[src/common/cos_pkg.sv]
// Purpose: constants and carriers for the converter overload/status register slice
// Assumes: 50 MHz system clock, byte-wide register port behind the serial-bus engine
// Notes:   bit positions are within the owning register; timer counts are in clock cycles
// Function
// - bypass on and output current over limit: clear bypass, request high-impedance
// - bypass has effect only in forward direction, never in reverse mode
// - no max-time option: re-admit overload after 25/50 ms timer and current below low
// - one bit enables three-level overload, another enables overload; 1 enables
// - upper limit select: 0 gives 1.5x, 1 gives 2x the current limit
// - reverse undervoltage select: 0 is 80% of target, 1 fixed 3.3V, default 1
// - hot field 00/01/10 pick 37.7/34.2/31.25%, 11 disables check, default 01
// - cold bit: 0 picks 77.15% (default), 1 picks 80%
// - status bit 7 reports one-shot conversion finished; one-shot mode only
// - status bit 6 reads 1 while input current is being limited
// - status bit 5 reads 1 while input voltage is being regulated
// - status bit 3 reads 1 once the bus watchdog has expired
// - state field 000 idle, 011 CC, 100/101/110 CV; others reserved
// - writing 1 to register-reset restores defaults; bit reads back 0
package cos_pkg;
  localparam logic [7:0] A_PWR_CTRL = 8'h19;
  localparam logic [7:0] A_TEMP_THR = 8'h1B;
  localparam logic [7:0] A_TEMP_REG = 8'h1C;
  localparam logic [7:0] A_REV_TEMP = 8'h1D;
  localparam logic [7:0] A_BYP_OVLD = 8'h1E;
  localparam logic [7:0] A_STAT1    = 8'h21;

  localparam logic [7:0] RST_TEMP_THR = 8'h82;
  localparam logic [7:0] RST_TEMP_REG = 8'h00;
  localparam logic [7:0] RST_REV_TEMP = 8'h40;
  localparam logic [7:0] RST_BYP_OVLD = 8'h20;

  localparam logic [7:0] WM_TEMP_THR = 8'hC3;
  localparam logic [7:0] WM_TEMP_REG = 8'h01;
  localparam logic [7:0] WM_REV_TEMP = 8'hE0;
  localparam logic [7:0] WM_BYP_OVLD = 8'h7F;

  localparam int B_REG_RST   = 7;
  localparam int B_HOT_HI    = 7;
  localparam int B_HOT_LO    = 6;
  localparam int B_COLD      = 5;
  localparam int B_TOVLD     = 6;
  localparam int B_REV_UV    = 5;
  localparam int B_BYPASS    = 4;
  localparam int B_OVERLOAD_MAX_TIME_EN   = 3;
  localparam int B_THREE_LVL = 2;
  localparam int B_UPPER_SEL = 1;
  localparam int B_OVLD_EN   = 0;
  localparam logic [1:0] HOT_OFF = 2'h3;

  localparam int unsigned CLK_HZ       = 50_000_000;
  localparam int unsigned T_OVLD_S_MS  = 25;
  localparam int unsigned T_OVLD_L_MS  = 50;
  localparam int unsigned T_MAX_MS     = 100;
  localparam int unsigned OVLD_S_CYC   = T_OVLD_S_MS * (CLK_HZ / 1000);
  localparam int unsigned OVLD_L_CYC   = T_OVLD_L_MS * (CLK_HZ / 1000);
  localparam int unsigned MAX_CYC      = T_MAX_MS * (CLK_HZ / 1000);
  localparam int          CNT_W        = 23;

  typedef struct packed {
    logic       ovld_en;
    logic       three_lvl_en;
    logic       upper_x2;
    logic       overload_max_time_en;
    logic       tovld_long;
    logic       rev_uv_fixed;
    logic [1:0] hot_code;
    logic       hot_chk_en;
    logic       cold_80;
  } cos_cfg_t;

  typedef struct packed {
    logic       adc_start;
    logic       adc_done;
    logic       adc_oneshot;
    logic       iin_limiting;
    logic       vin_regulating;
    logic       wdog_expired;
    logic [2:0] conv_state;
  } cos_stat_in_t;

  typedef enum logic [1:0] {
    OV_IDLE = 2'b00,
    OV_TIME = 2'b01,
    OV_WAIT = 2'b11
  } cos_ov_t;
endpackage : cos_pkg

[src/hw/cos_regs.sv]
// Purpose: bypass/overload/reverse-temperature control registers and status register 1
// Assumes: register accesses arrive already decoded from the serial-bus engine
// Notes:   control outputs are registered from the next register values, so they change with the register contents
`timescale 1ns/10ps
module cos_regs
  import cos_pkg::*;
#(
  parameter int unsigned OVLD_SHORT_CYC = OVLD_S_CYC,
  parameter int unsigned OVLD_LONG_CYC  = OVLD_L_CYC,
  parameter int unsigned OVLD_MAX_CYC   = MAX_CYC
) (
  input  wire logic         i_sys_clk,
  input  wire logic         i_rst,
  input  wire logic         i_wr_en,
  input  wire logic         i_rd_en,
  input  wire logic [7:0]   i_addr,
  input  wire logic [7:0]   i_wdata,
  input  wire cos_stat_in_t i_stat,
  input  wire logic         i_reverse_mode,
  input  wire logic         i_out_over_limit,
  input  wire logic         i_ovld_event,
  input  wire logic         i_below_lower_limit,
  output logic [7:0]        o_rdata,
  output logic              o_rvalid,
  output cos_cfg_t          o_cfg,
  output logic              o_bypass_active,
  output logic              o_hiz_set,
  output logic              o_ovld_ready,
  output logic              o_ovld_active
);
  logic [7:0] thr_reg, treg_reg, rev_reg, byp_reg, stat_reg;
  logic [7:0] thr_next, treg_next, rev_next, byp_next, stat_next;
  logic       wdog_d_reg;
  logic [CNT_W-1:0] cnt_reg, cnt_next;
  cos_ov_t    ov_reg, ov_next;

  wire wr_thr  = i_wr_en && (i_addr == A_TEMP_THR);
  wire wr_treg = i_wr_en && (i_addr == A_TEMP_REG);
  wire wr_rev  = i_wr_en && (i_addr == A_REV_TEMP);
  wire wr_byp  = i_wr_en && (i_addr == A_BYP_OVLD);
  wire reg_rst = i_wr_en && (i_addr == A_PWR_CTRL) && i_wdata[B_REG_RST];

  // only writable bits take the bus value; the rest keep their reset value
  wire [7:0] thr_w  = (thr_reg & ~WM_TEMP_THR) | (i_wdata & WM_TEMP_THR);
  wire [7:0] treg_w = (treg_reg & ~WM_TEMP_REG) | (i_wdata & WM_TEMP_REG);
  wire [7:0] rev_w  = (rev_reg & ~WM_REV_TEMP) | (i_wdata & WM_REV_TEMP);
  wire [7:0] byp_w  = (byp_reg & ~WM_BYP_OVLD) | (i_wdata & WM_BYP_OVLD);

  wire fwd_bypass = byp_reg[B_BYPASS] && !i_reverse_mode;
  wire byp_trip   = fwd_bypass && i_out_over_limit;
  wire wdog_rise  = i_stat.wdog_expired && !wdog_d_reg;
  wire [7:0] byp_m = wr_byp ? byp_w : byp_reg;
  // hardware clear beats a same-cycle host write so a trip is never undone
  wire byp_clr    = byp_trip || wdog_rise;

  assign thr_next  = reg_rst ? RST_TEMP_THR : (wr_thr ? thr_w : thr_reg);
  assign treg_next = reg_rst ? RST_TEMP_REG : (wr_treg ? treg_w : treg_reg);
  assign rev_next  = reg_rst ? RST_REV_TEMP : (wr_rev ? rev_w : rev_reg);
  assign byp_next  = reg_rst ? RST_BYP_OVLD :
                     (byp_clr ? (byp_m & ~(8'h01 << B_BYPASS)) : byp_m);

  wire adc_fin   = i_stat.adc_done && i_stat.adc_oneshot;
  // a finish in the same cycle as a new start still reports done
  wire adc_bit   = adc_fin || (stat_reg[7] && !i_stat.adc_start && i_stat.adc_oneshot);
  wire st_rsv    = (i_stat.conv_state == 3'h1) || (i_stat.conv_state == 3'h2) ||
                   (i_stat.conv_state == 3'h7);
  wire [2:0] st_code = st_rsv ? 3'h0 : i_stat.conv_state;
  assign stat_next = {adc_bit,
                      i_stat.iin_limiting,
                      i_stat.vin_regulating,
                      1'b0,
                      i_stat.wdog_expired,
                      st_code};

  // overload re-arm timer
  wire [CNT_W-1:0] tovld_lim = byp_reg[B_TOVLD] ? CNT_W'(OVLD_LONG_CYC) :
                               CNT_W'(OVLD_SHORT_CYC);
  wire tovld_done = (cnt_reg >= tovld_lim - CNT_W'(1));
  wire overload_max_time_done  = byp_reg[B_OVERLOAD_MAX_TIME_EN] && (cnt_reg >= CNT_W'(OVLD_MAX_CYC) - CNT_W'(1));
  wire ov_on      = byp_reg[B_OVLD_EN];

  always_comb begin
    ov_next  = ov_reg;
    cnt_next = cnt_reg;
    unique case (ov_reg)
      OV_IDLE: begin
        cnt_next = '0;
        if (ov_on && i_ovld_event) begin
          ov_next = OV_TIME;
        end
      end
      OV_TIME: begin
        cnt_next = cnt_reg + CNT_W'(1);
        if (overload_max_time_done) begin
          ov_next = OV_IDLE;
        end else if (tovld_done) begin
          // max time only adds an exit; the low-current exit stays available
          ov_next = OV_WAIT;
        end
      end
      OV_WAIT: begin
        cnt_next = cnt_reg + CNT_W'(1);
        if (i_below_lower_limit || overload_max_time_done) begin
          ov_next = OV_IDLE;
        end
      end
      default: begin
        ov_next  = OV_IDLE;
        cnt_next = '0;
      end
    endcase
    if (!ov_on) begin
      ov_next  = OV_IDLE;
      cnt_next = '0;
    end
  end

  wire hot_off = (rev_next[B_HOT_HI:B_HOT_LO] == HOT_OFF);
  cos_cfg_t cfg_next;
  assign cfg_next = '{ovld_en:      byp_next[B_OVLD_EN],
                      three_lvl_en: byp_next[B_THREE_LVL],
                      upper_x2:     byp_next[B_UPPER_SEL],
                      overload_max_time_en:      byp_next[B_OVERLOAD_MAX_TIME_EN],
                      tovld_long:   byp_next[B_TOVLD],
                      rev_uv_fixed: byp_next[B_REV_UV],
                      hot_code:     rev_next[B_HOT_HI:B_HOT_LO],
                      hot_chk_en:   !hot_off,
                      cold_80:      rev_next[B_COLD]};

  wire [7:0] rd_mux = (i_addr == A_TEMP_THR) ? thr_reg  :
                      (i_addr == A_TEMP_REG) ? treg_reg :
                      (i_addr == A_REV_TEMP) ? rev_reg  :
                      (i_addr == A_BYP_OVLD) ? byp_reg  :
                      (i_addr == A_STAT1)    ? stat_reg : 8'h00;

  always_ff @(posedge i_sys_clk or posedge i_rst) begin
    if (i_rst) begin
      thr_reg    <= RST_TEMP_THR;
      treg_reg   <= RST_TEMP_REG;
      rev_reg    <= RST_REV_TEMP;
      byp_reg    <= RST_BYP_OVLD;
      stat_reg   <= 8'h00;
      wdog_d_reg <= 1'b0;
    end else begin
      thr_reg    <= thr_next;
      treg_reg   <= treg_next;
      rev_reg    <= rev_next;
      byp_reg    <= byp_next;
      stat_reg   <= stat_next;
      wdog_d_reg <= i_stat.wdog_expired;
    end
  end

  always_ff @(posedge i_sys_clk or posedge i_rst) begin
    if (i_rst) begin
      ov_reg  <= OV_IDLE;
      cnt_reg <= '0;
    end else begin
      ov_reg  <= ov_next;
      cnt_reg <= cnt_next;
    end
  end

  always_ff @(posedge i_sys_clk or posedge i_rst) begin
    if (i_rst) begin
      o_rdata         <= 8'h00;
      o_rvalid        <= 1'b0;
      o_cfg           <= '0;
      o_bypass_active <= 1'b0;
      o_hiz_set       <= 1'b0;
      o_ovld_ready    <= 1'b0;
      o_ovld_active   <= 1'b0;
    end else begin
      o_rdata         <= i_rd_en ? rd_mux : o_rdata;
      o_rvalid        <= i_rd_en;
      o_cfg           <= cfg_next;
      o_bypass_active <= byp_next[B_BYPASS] && !i_reverse_mode;
      o_hiz_set       <= byp_trip;
      o_ovld_ready    <= ov_on && (ov_next == OV_IDLE);
      o_ovld_active   <= ov_next != OV_IDLE;
    end
  end
endmodule : cos_regs

[config.mk]
export PLATFORM = sky130hd
export DESIGN_NAME = cos_regs
export DESIGN_NICKNAME = d
export VERILOG_FILES = /design/src/common/cos_pkg.sv /design/src/hw/cos_regs.sv
export SDC_FILE = /design/constraint.sdc
export NUM_CORES = 1
export LEC_CHECK = 0
export CORE_MARGIN = 1
export CORE_UTILIZATION = 55
export CTS_BUF_LIST = sky130_fd_sc_hd__clkbuf_8
export CTS_CLUSTER_DIAMETER = 60
export CTS_CLUSTER_SIZE = 8
export DETAILED_ROUTE_END_ITERATION = 12
export DONT_BUFFER_PORTS = 1
export PLACE_DENSITY = 0.73
export SYNTH_ARGS = -nofsm -noshare
export SYNTH_HDL_FRONTEND = slang
export SYNTH_SLANG_ARGS = --single-unit
export TNS_END_PERCENT = 5
[constraint.sdc]
create_clock -name i_sys_clk -period 1.85 [get_ports i_sys_clk]
set_input_delay 0.0925 -clock i_sys_clk [delete_from_list [all_inputs] [get_ports i_sys_clk]]
set_output_delay 0.0925 -clock i_sys_clk [all_outputs]
set_load 0.01 [all_outputs]
### After elaboration in Yosys (flattened, before gate mapping)

Cells that the tools add are included.
Widths: inputs -> output; s select.

| operators by class | value |
|---|---|
| add/subtract/negate cells | 2 |
| order comparisons | 2 |
| bitwise gates (word level) | 4 |
| equal/unequal tests | 12 |
| reduce and logical (&&, ||, !) cells | 32 |
| muxes and demuxes | 24 |

Operators by type and width:

| cell | count |
|---|---|
| $mux 8 | 13 |
| $mux 23 | 2 |
| $eq 8x5->1 const B | 5 |
| $add 23x1->23 const B | 1 |
| $ge 23x23->1 | 1 |
| $ge 23x23->1 const B | 1 |
| $sub 22x1->23 const B | 1 |
| $mux 22 | 1 |
| $logic_and 1x1->1 | 16 |
| $mux 2 | 5 |
| $eq 8x6->1 const B | 1 |
| $or 5x8->8 | 1 |
| $or 6x8->8 | 1 |
| $or 8x1->8 | 1 |
| $or 8x7->8 | 1 |
| $reduce_bool 2->1 | 4 |
| $pmux 2 s3 | 1 |
| $logic_or 1x1->1 | 5 |
| $mux 5 | 1 |
| $eq 2x2->1 const B | 2 |
| $logic_not 1->1 | 4 |
| $logic_not 2->1 | 2 |
| $eq 3x1->1 const B | 1 |
| $eq 3x2->1 const B | 1 |
| 4 further kinds | 4 |

| storage, ports and cells | value |
|---|---|
| register bits | 88 |
| logic and storage cells | 100 |
| output and inout port bits | 23 |

### Longest topological paths before layout

| logic depth | value |
|---|---|
| depth after elaboration | 9 |
| gate-level depth with buffers | 7 |
| gate-level depth less buffers | 7 |

### Least setup slack after synthesis

No wires, ideal clock.

| path | value |
|---|---|
| path type | register to register |
| start point | register byp_reg[6] |
| end point | register ov_reg[1] |
| arrival time | 1.796 ns |
| cell stages (with the launch flop) | 8 |
| slack | -0.076 ns |
| data required time | 1.720 ns |
| path through | dfrtp_1 inv_1 ha_1 a211oi_1 o21ai_0 or4_1 a21oi_1 nor4_1 |

| on the way | value |
|---|---|
| cells in the longest elaborated chain, start to end | 7 |

RTL lines:

| what | RTL line | RTL |
|---|---|---|
| from (decl) | cos_regs.sv:31 | `logic [7:0] thr_reg, treg_reg, rev_reg, byp_reg, stat_reg;` |
| from (signal assigned) | cos_regs.sv:148 | `byp_reg <= byp_next;` |
| $mux 22 | cos_regs.sv:76 | `wire [CNT_W-1:0] tovld_lim = byp_reg[B_TOVLD] ? CNT_W'(OVLD_LONG_CYC) :` |
| $sub 22x1->23 | cos_regs.sv:78 | `wire tovld_done = (cnt_reg >= tovld_lim - CNT_W'(1));` |
| $ge 23x23->1 | cos_regs.sv:78 |  |
| $mux 2 | cos_regs.sv:96 | `end else if (tovld_done) begin` |
| $mux 2 | cos_regs.sv:94 | `if (overload_max_time_done) begin` |
| $pmux 2 s3 | cos_regs.sv:85 | `unique case (ov_reg)` |
| $mux 2 | cos_regs.sv:112 | `if (!ov_on) begin` |
| named net ov_next[1] | cos_regs.sv:35 | `cos_ov_t ov_reg, ov_next;` |
| to (signal assigned) | cos_regs.sv:159 | `ov_reg <= ov_next;` |
| to (decl) | cos_regs.sv:35 |  |

The timed path passes the listed nets, and every way through them passes these cells.
A chain may end at the register's enable or synchronous reset.

### Worst setup path after layout

Ends and elaborated chain as after synthesis.

==> results.ini <==
[detailed_routing]
routedWlPerCell_um = 17.00
firstDrtPassIters = 5
detail-route-antenna-nets = 0
drtIter0Drc = 162
drc = 0
avgViaCountPerCell = 5.847
wirelength_um = 8009
dr_total_vias = 2754

[critical_path]
crit_type = reg2reg
worst-path-buf-inv = 0
startpoint_type = register
cpMaxStageDelayCell = sky130_fd_sc_hd__or4_1
cp_data_arrival_time_ns = 2.09
setup.worst_path.end_class = register
cp_slowest_stage_delay_ns = 0.49
path_delay_family = simple AND/OR/NAND/NOR gates
path_max_fanout = 5
worstPathCellList = ha_1 > nor4_1 > a21oi_1 > or4_1 > a21oi_2 > nor4_2
critPathRequiredTime_ns = 2.09

[sta]
rsz0062_at_grt = true
worst_slew_pin_slew_ns = 0.5427
finalCriticalPeriod_ns = 1.855
slew_headroom_pct = 63.52
fmaxAchievable_ghz = 0.5390
worst_slack_ns = -0.005121
final_min_period_over_clock_period_pct = 100.3
timing_max_transition_violations_final = 0
clock-skew-final_ns = 0.007126
finalSetupViolCount = 1
worst_hold_slack_ns = 0.02830
hold_viol_final = 0

[synth]
avgSynthCellArea_um2 = 9.819
synthesis.yosys.warnings = 0
synth.cell_area_um2 = 3289
post_synth_num_cell_types = 58
synth_nets = 380
ys_seq_area_share_pct = 48.08
synthCells = 335
ys_seq_elements = 63
number_of_enable_type_register_cells_in_the_synthesized_netlist = 0
ys_dominant_reg_cell = sky130_fd_sc_hd__dfrtp_1
async_reset_ff_share_pct = 100.0

[power_and_ir_drop]
post-layout-total-power_mw = 2.896
vdd_ir_drop_max_v = 0.0005140
pwr_density_cell_nw_per_um2 = 702.0
p_leak_nw = 1.845

[global_route]
first_global_vias = 2752
grt_antenna_before_repair = 0
grt_start_max_net_pins = 64
grt_overflow = 0
globalRouteTotalUtil_pct = 28.70
grt_pass1_wl_um = 13370

[clock_tree]
cts_tree = built
clockBufferDepth = 2
clk_latency_ns = 0.35
cts-root-buf = sky130_fd_sc_hd__clkbuf_8
cts.htree.levels = 3
cts_inserted_buffers = 9
clk_pin_slew_ns = 0.08
cts_sinks = 63

[placement]
port-buffer-count = 0
pre_cts_ws_ns = -0.06889
detailedPlacementHpwl_um = 5352
place_congestion = 0.9123
dpl.cell_count = 422

[final_layout]
largest_register_ff_count = 23
layoutNonFillerInstCount = 471
sequential_cell_area_um2 = 1583
fill_cells = 416
fraction_of_final_layout_cells_with_drive_strength_greater_than_1_pct = 18.55
synth_to_final_area_change_pct = 25.41
multiInputGateArea_um2 = 1615
insertedDiodeCount = 0
num-nets-final = 439

[die]
core_region_area_um2 = 5642
fp-row-count = 27
die-height_um = 79.34
die_w_um = 79.34
start_util_pct = 58.31
die_area_um2 = 6294
ioPinCount = 56

[hold_path]
worstHoldPathType = in2reg

[status]
failing_checks = negative setup slack
status = finished, violations left

[job]
max_cap_violations = 0

## logic make-up (layout without fill, tap and decap cells)
family	after synthesis	count (layout)	synth area share, %
AO/OA/AOI/OAI	50	50	10.31
XOR/XNOR	23	23	6.124
adder cells (fa/ha/maj)	12	12	4.564
buffers and inverters	30	94	4.298
flip-flops	63	63	48.08
multiplexers	8	8	2.510
AND/OR/NAND/NOR	149	149	24.12
## worst paths after layout
| check | from | to | slack, ns | depth (start not counted) |
|---|---|---|---|---|
| setup / recovery | byp_reg[6]$_DFFE_PP0P_ | ov_reg[1]$_DFF_PP0_ | -0.005 | 6 |
| hold / removal | i_addr[7] | treg_reg[0]$_DFFE_PP0P_ | 0.03 | 3 |
| setup reg to reg | byp_reg[6]$_DFFE_PP0P_ | ov_reg[1]$_DFF_PP0_ | -0.005 | 6 |
| hold reg to reg | thr_reg[1]$_DFFE_PP1P_ | thr_reg[1]$_DFFE_PP1P_ | 0.52 | 2 |
| max in group asynchronous | i_rst | rev_reg[6]$_DFF_PP1_ | 1.28 | 3 |
| min in group asynchronous | i_rst | byp_reg[3]$_DFFE_PP0P_ | 0.24 | 3 |
## where the power goes
group	switching [mW]	leakage, nW	internal (mW)
Sequential	0.0366	0.838	1.42
Clock	0.608	0.0964	0.635
Combinational	0.0972	0.911	0.0973
Total	0.742	1.85	2.15
## routing by layer
metal  wire [um]  part of all wire (%)  GRT usage (%)
met1        3583                    45          37.34
met2        3660                    46          43.71
met3         616                   7.7          8.621
met4         148                   1.8          13.64
met5           0                     0              0
## cells in the mapped netlist (4+ instances only)
library cell | number | area (um2)
sky130_fd_sc_hd__mux2i_1 | 6 | 60.06
sky130_fd_sc_hd__dfstp_2 | 4 | 105.1
sky130_fd_sc_hd__and3_1 | 6 | 37.54
sky130_fd_sc_hd__a21oi_1 | 15 | 75.07
sky130_fd_sc_hd__clkbuf_1 | 8 | 30.03
sky130_fd_sc_hd__nand3_1 | 26 | 130.1
sky130_fd_sc_hd__nor3_1 | 7 | 35.03
sky130_fd_sc_hd__xor2_1 | 17 | 148.9
sky130_fd_sc_hd__xnor2_1 | 6 | 52.55
sky130_fd_sc_hd__nor4_1 | 4 | 25.02
sky130_fd_sc_hd__nand2_1 | 31 | 116.4
sky130_fd_sc_hd__nor2_1 | 41 | 153.9
sky130_fd_sc_hd__dfrtp_1 | 59 | 1476
sky130_fd_sc_hd__ha_1 | 12 | 150.1
sky130_fd_sc_hd__o21ai_0 | 4 | 20.02
sky130_fd_sc_hd__buf_4 | 7 | 52.55
sky130_fd_sc_hd__inv_1 | 12 | 45.04
sky130_fd_sc_hd__nand4_1 | 8 | 50.05
## final cells by class
type                       count  area share (%)
multi-input combinational    242           39.16
timing repair buffer          66           14.19
inverter                      12           1.153
tap                           72           2.184
clock inverter                 7           1.941
sequential                    63           38.37
clock buffer                   9           3.003
## placed cells by master, fill, tap and decap left out, types with 7 or more instances in the layout
master                          instances
sky130_fd_sc_hd__nand2_1               31
sky130_fd_sc_hd__dlygate4sd3_1         31
sky130_fd_sc_hd__nor3_1                 7
sky130_fd_sc_hd__inv_1                 10
sky130_fd_sc_hd__a21oi_1               14
sky130_fd_sc_hd__xor2_1                17
sky130_fd_sc_hd__clkbuf_8               9
sky130_fd_sc_hd__ha_1                  10
sky130_fd_sc_hd__dfrtp_1               58
sky130_fd_sc_hd__nor2_1                41
sky130_fd_sc_hd__buf_4                 34
sky130_fd_sc_hd__nand4_1                8
sky130_fd_sc_hd__nand3_1               26
## per-stage QoR
stage	utilization, %	setup TNS (ns)	cell area, um2
2_1_floorplan	-	-0.0002952	3302
3_3_place_gp	63.03	0	3556
3_5_place_dp	63.03	-0.07011	3556
4_1_cts	72.88	-0.001661	4111
5_1_grt	73.12	-0.1074	4125
6_report	73.12	-0.005121	4125
## what timing repair did
item | in CTS | in global routing
setup endpoints to repair | 4 | 4
buffers inserted | 1 | 1
hold buffers | 31 | 0
gates resized for setup | 6 | 1
pin swaps | 0 | 1
endpoints found under the hold margin | 103 | 0
## worst min-delay path, cell delays in order
cell and delay (ns):
sky130_fd_sc_hd__nor4_2 0.05, sky130_fd_sc_hd__a21oi_1 0.14, sky130_fd_sc_hd__a211oi_1 0.06
No activity file was read; power rests on OpenSTA's default activity.
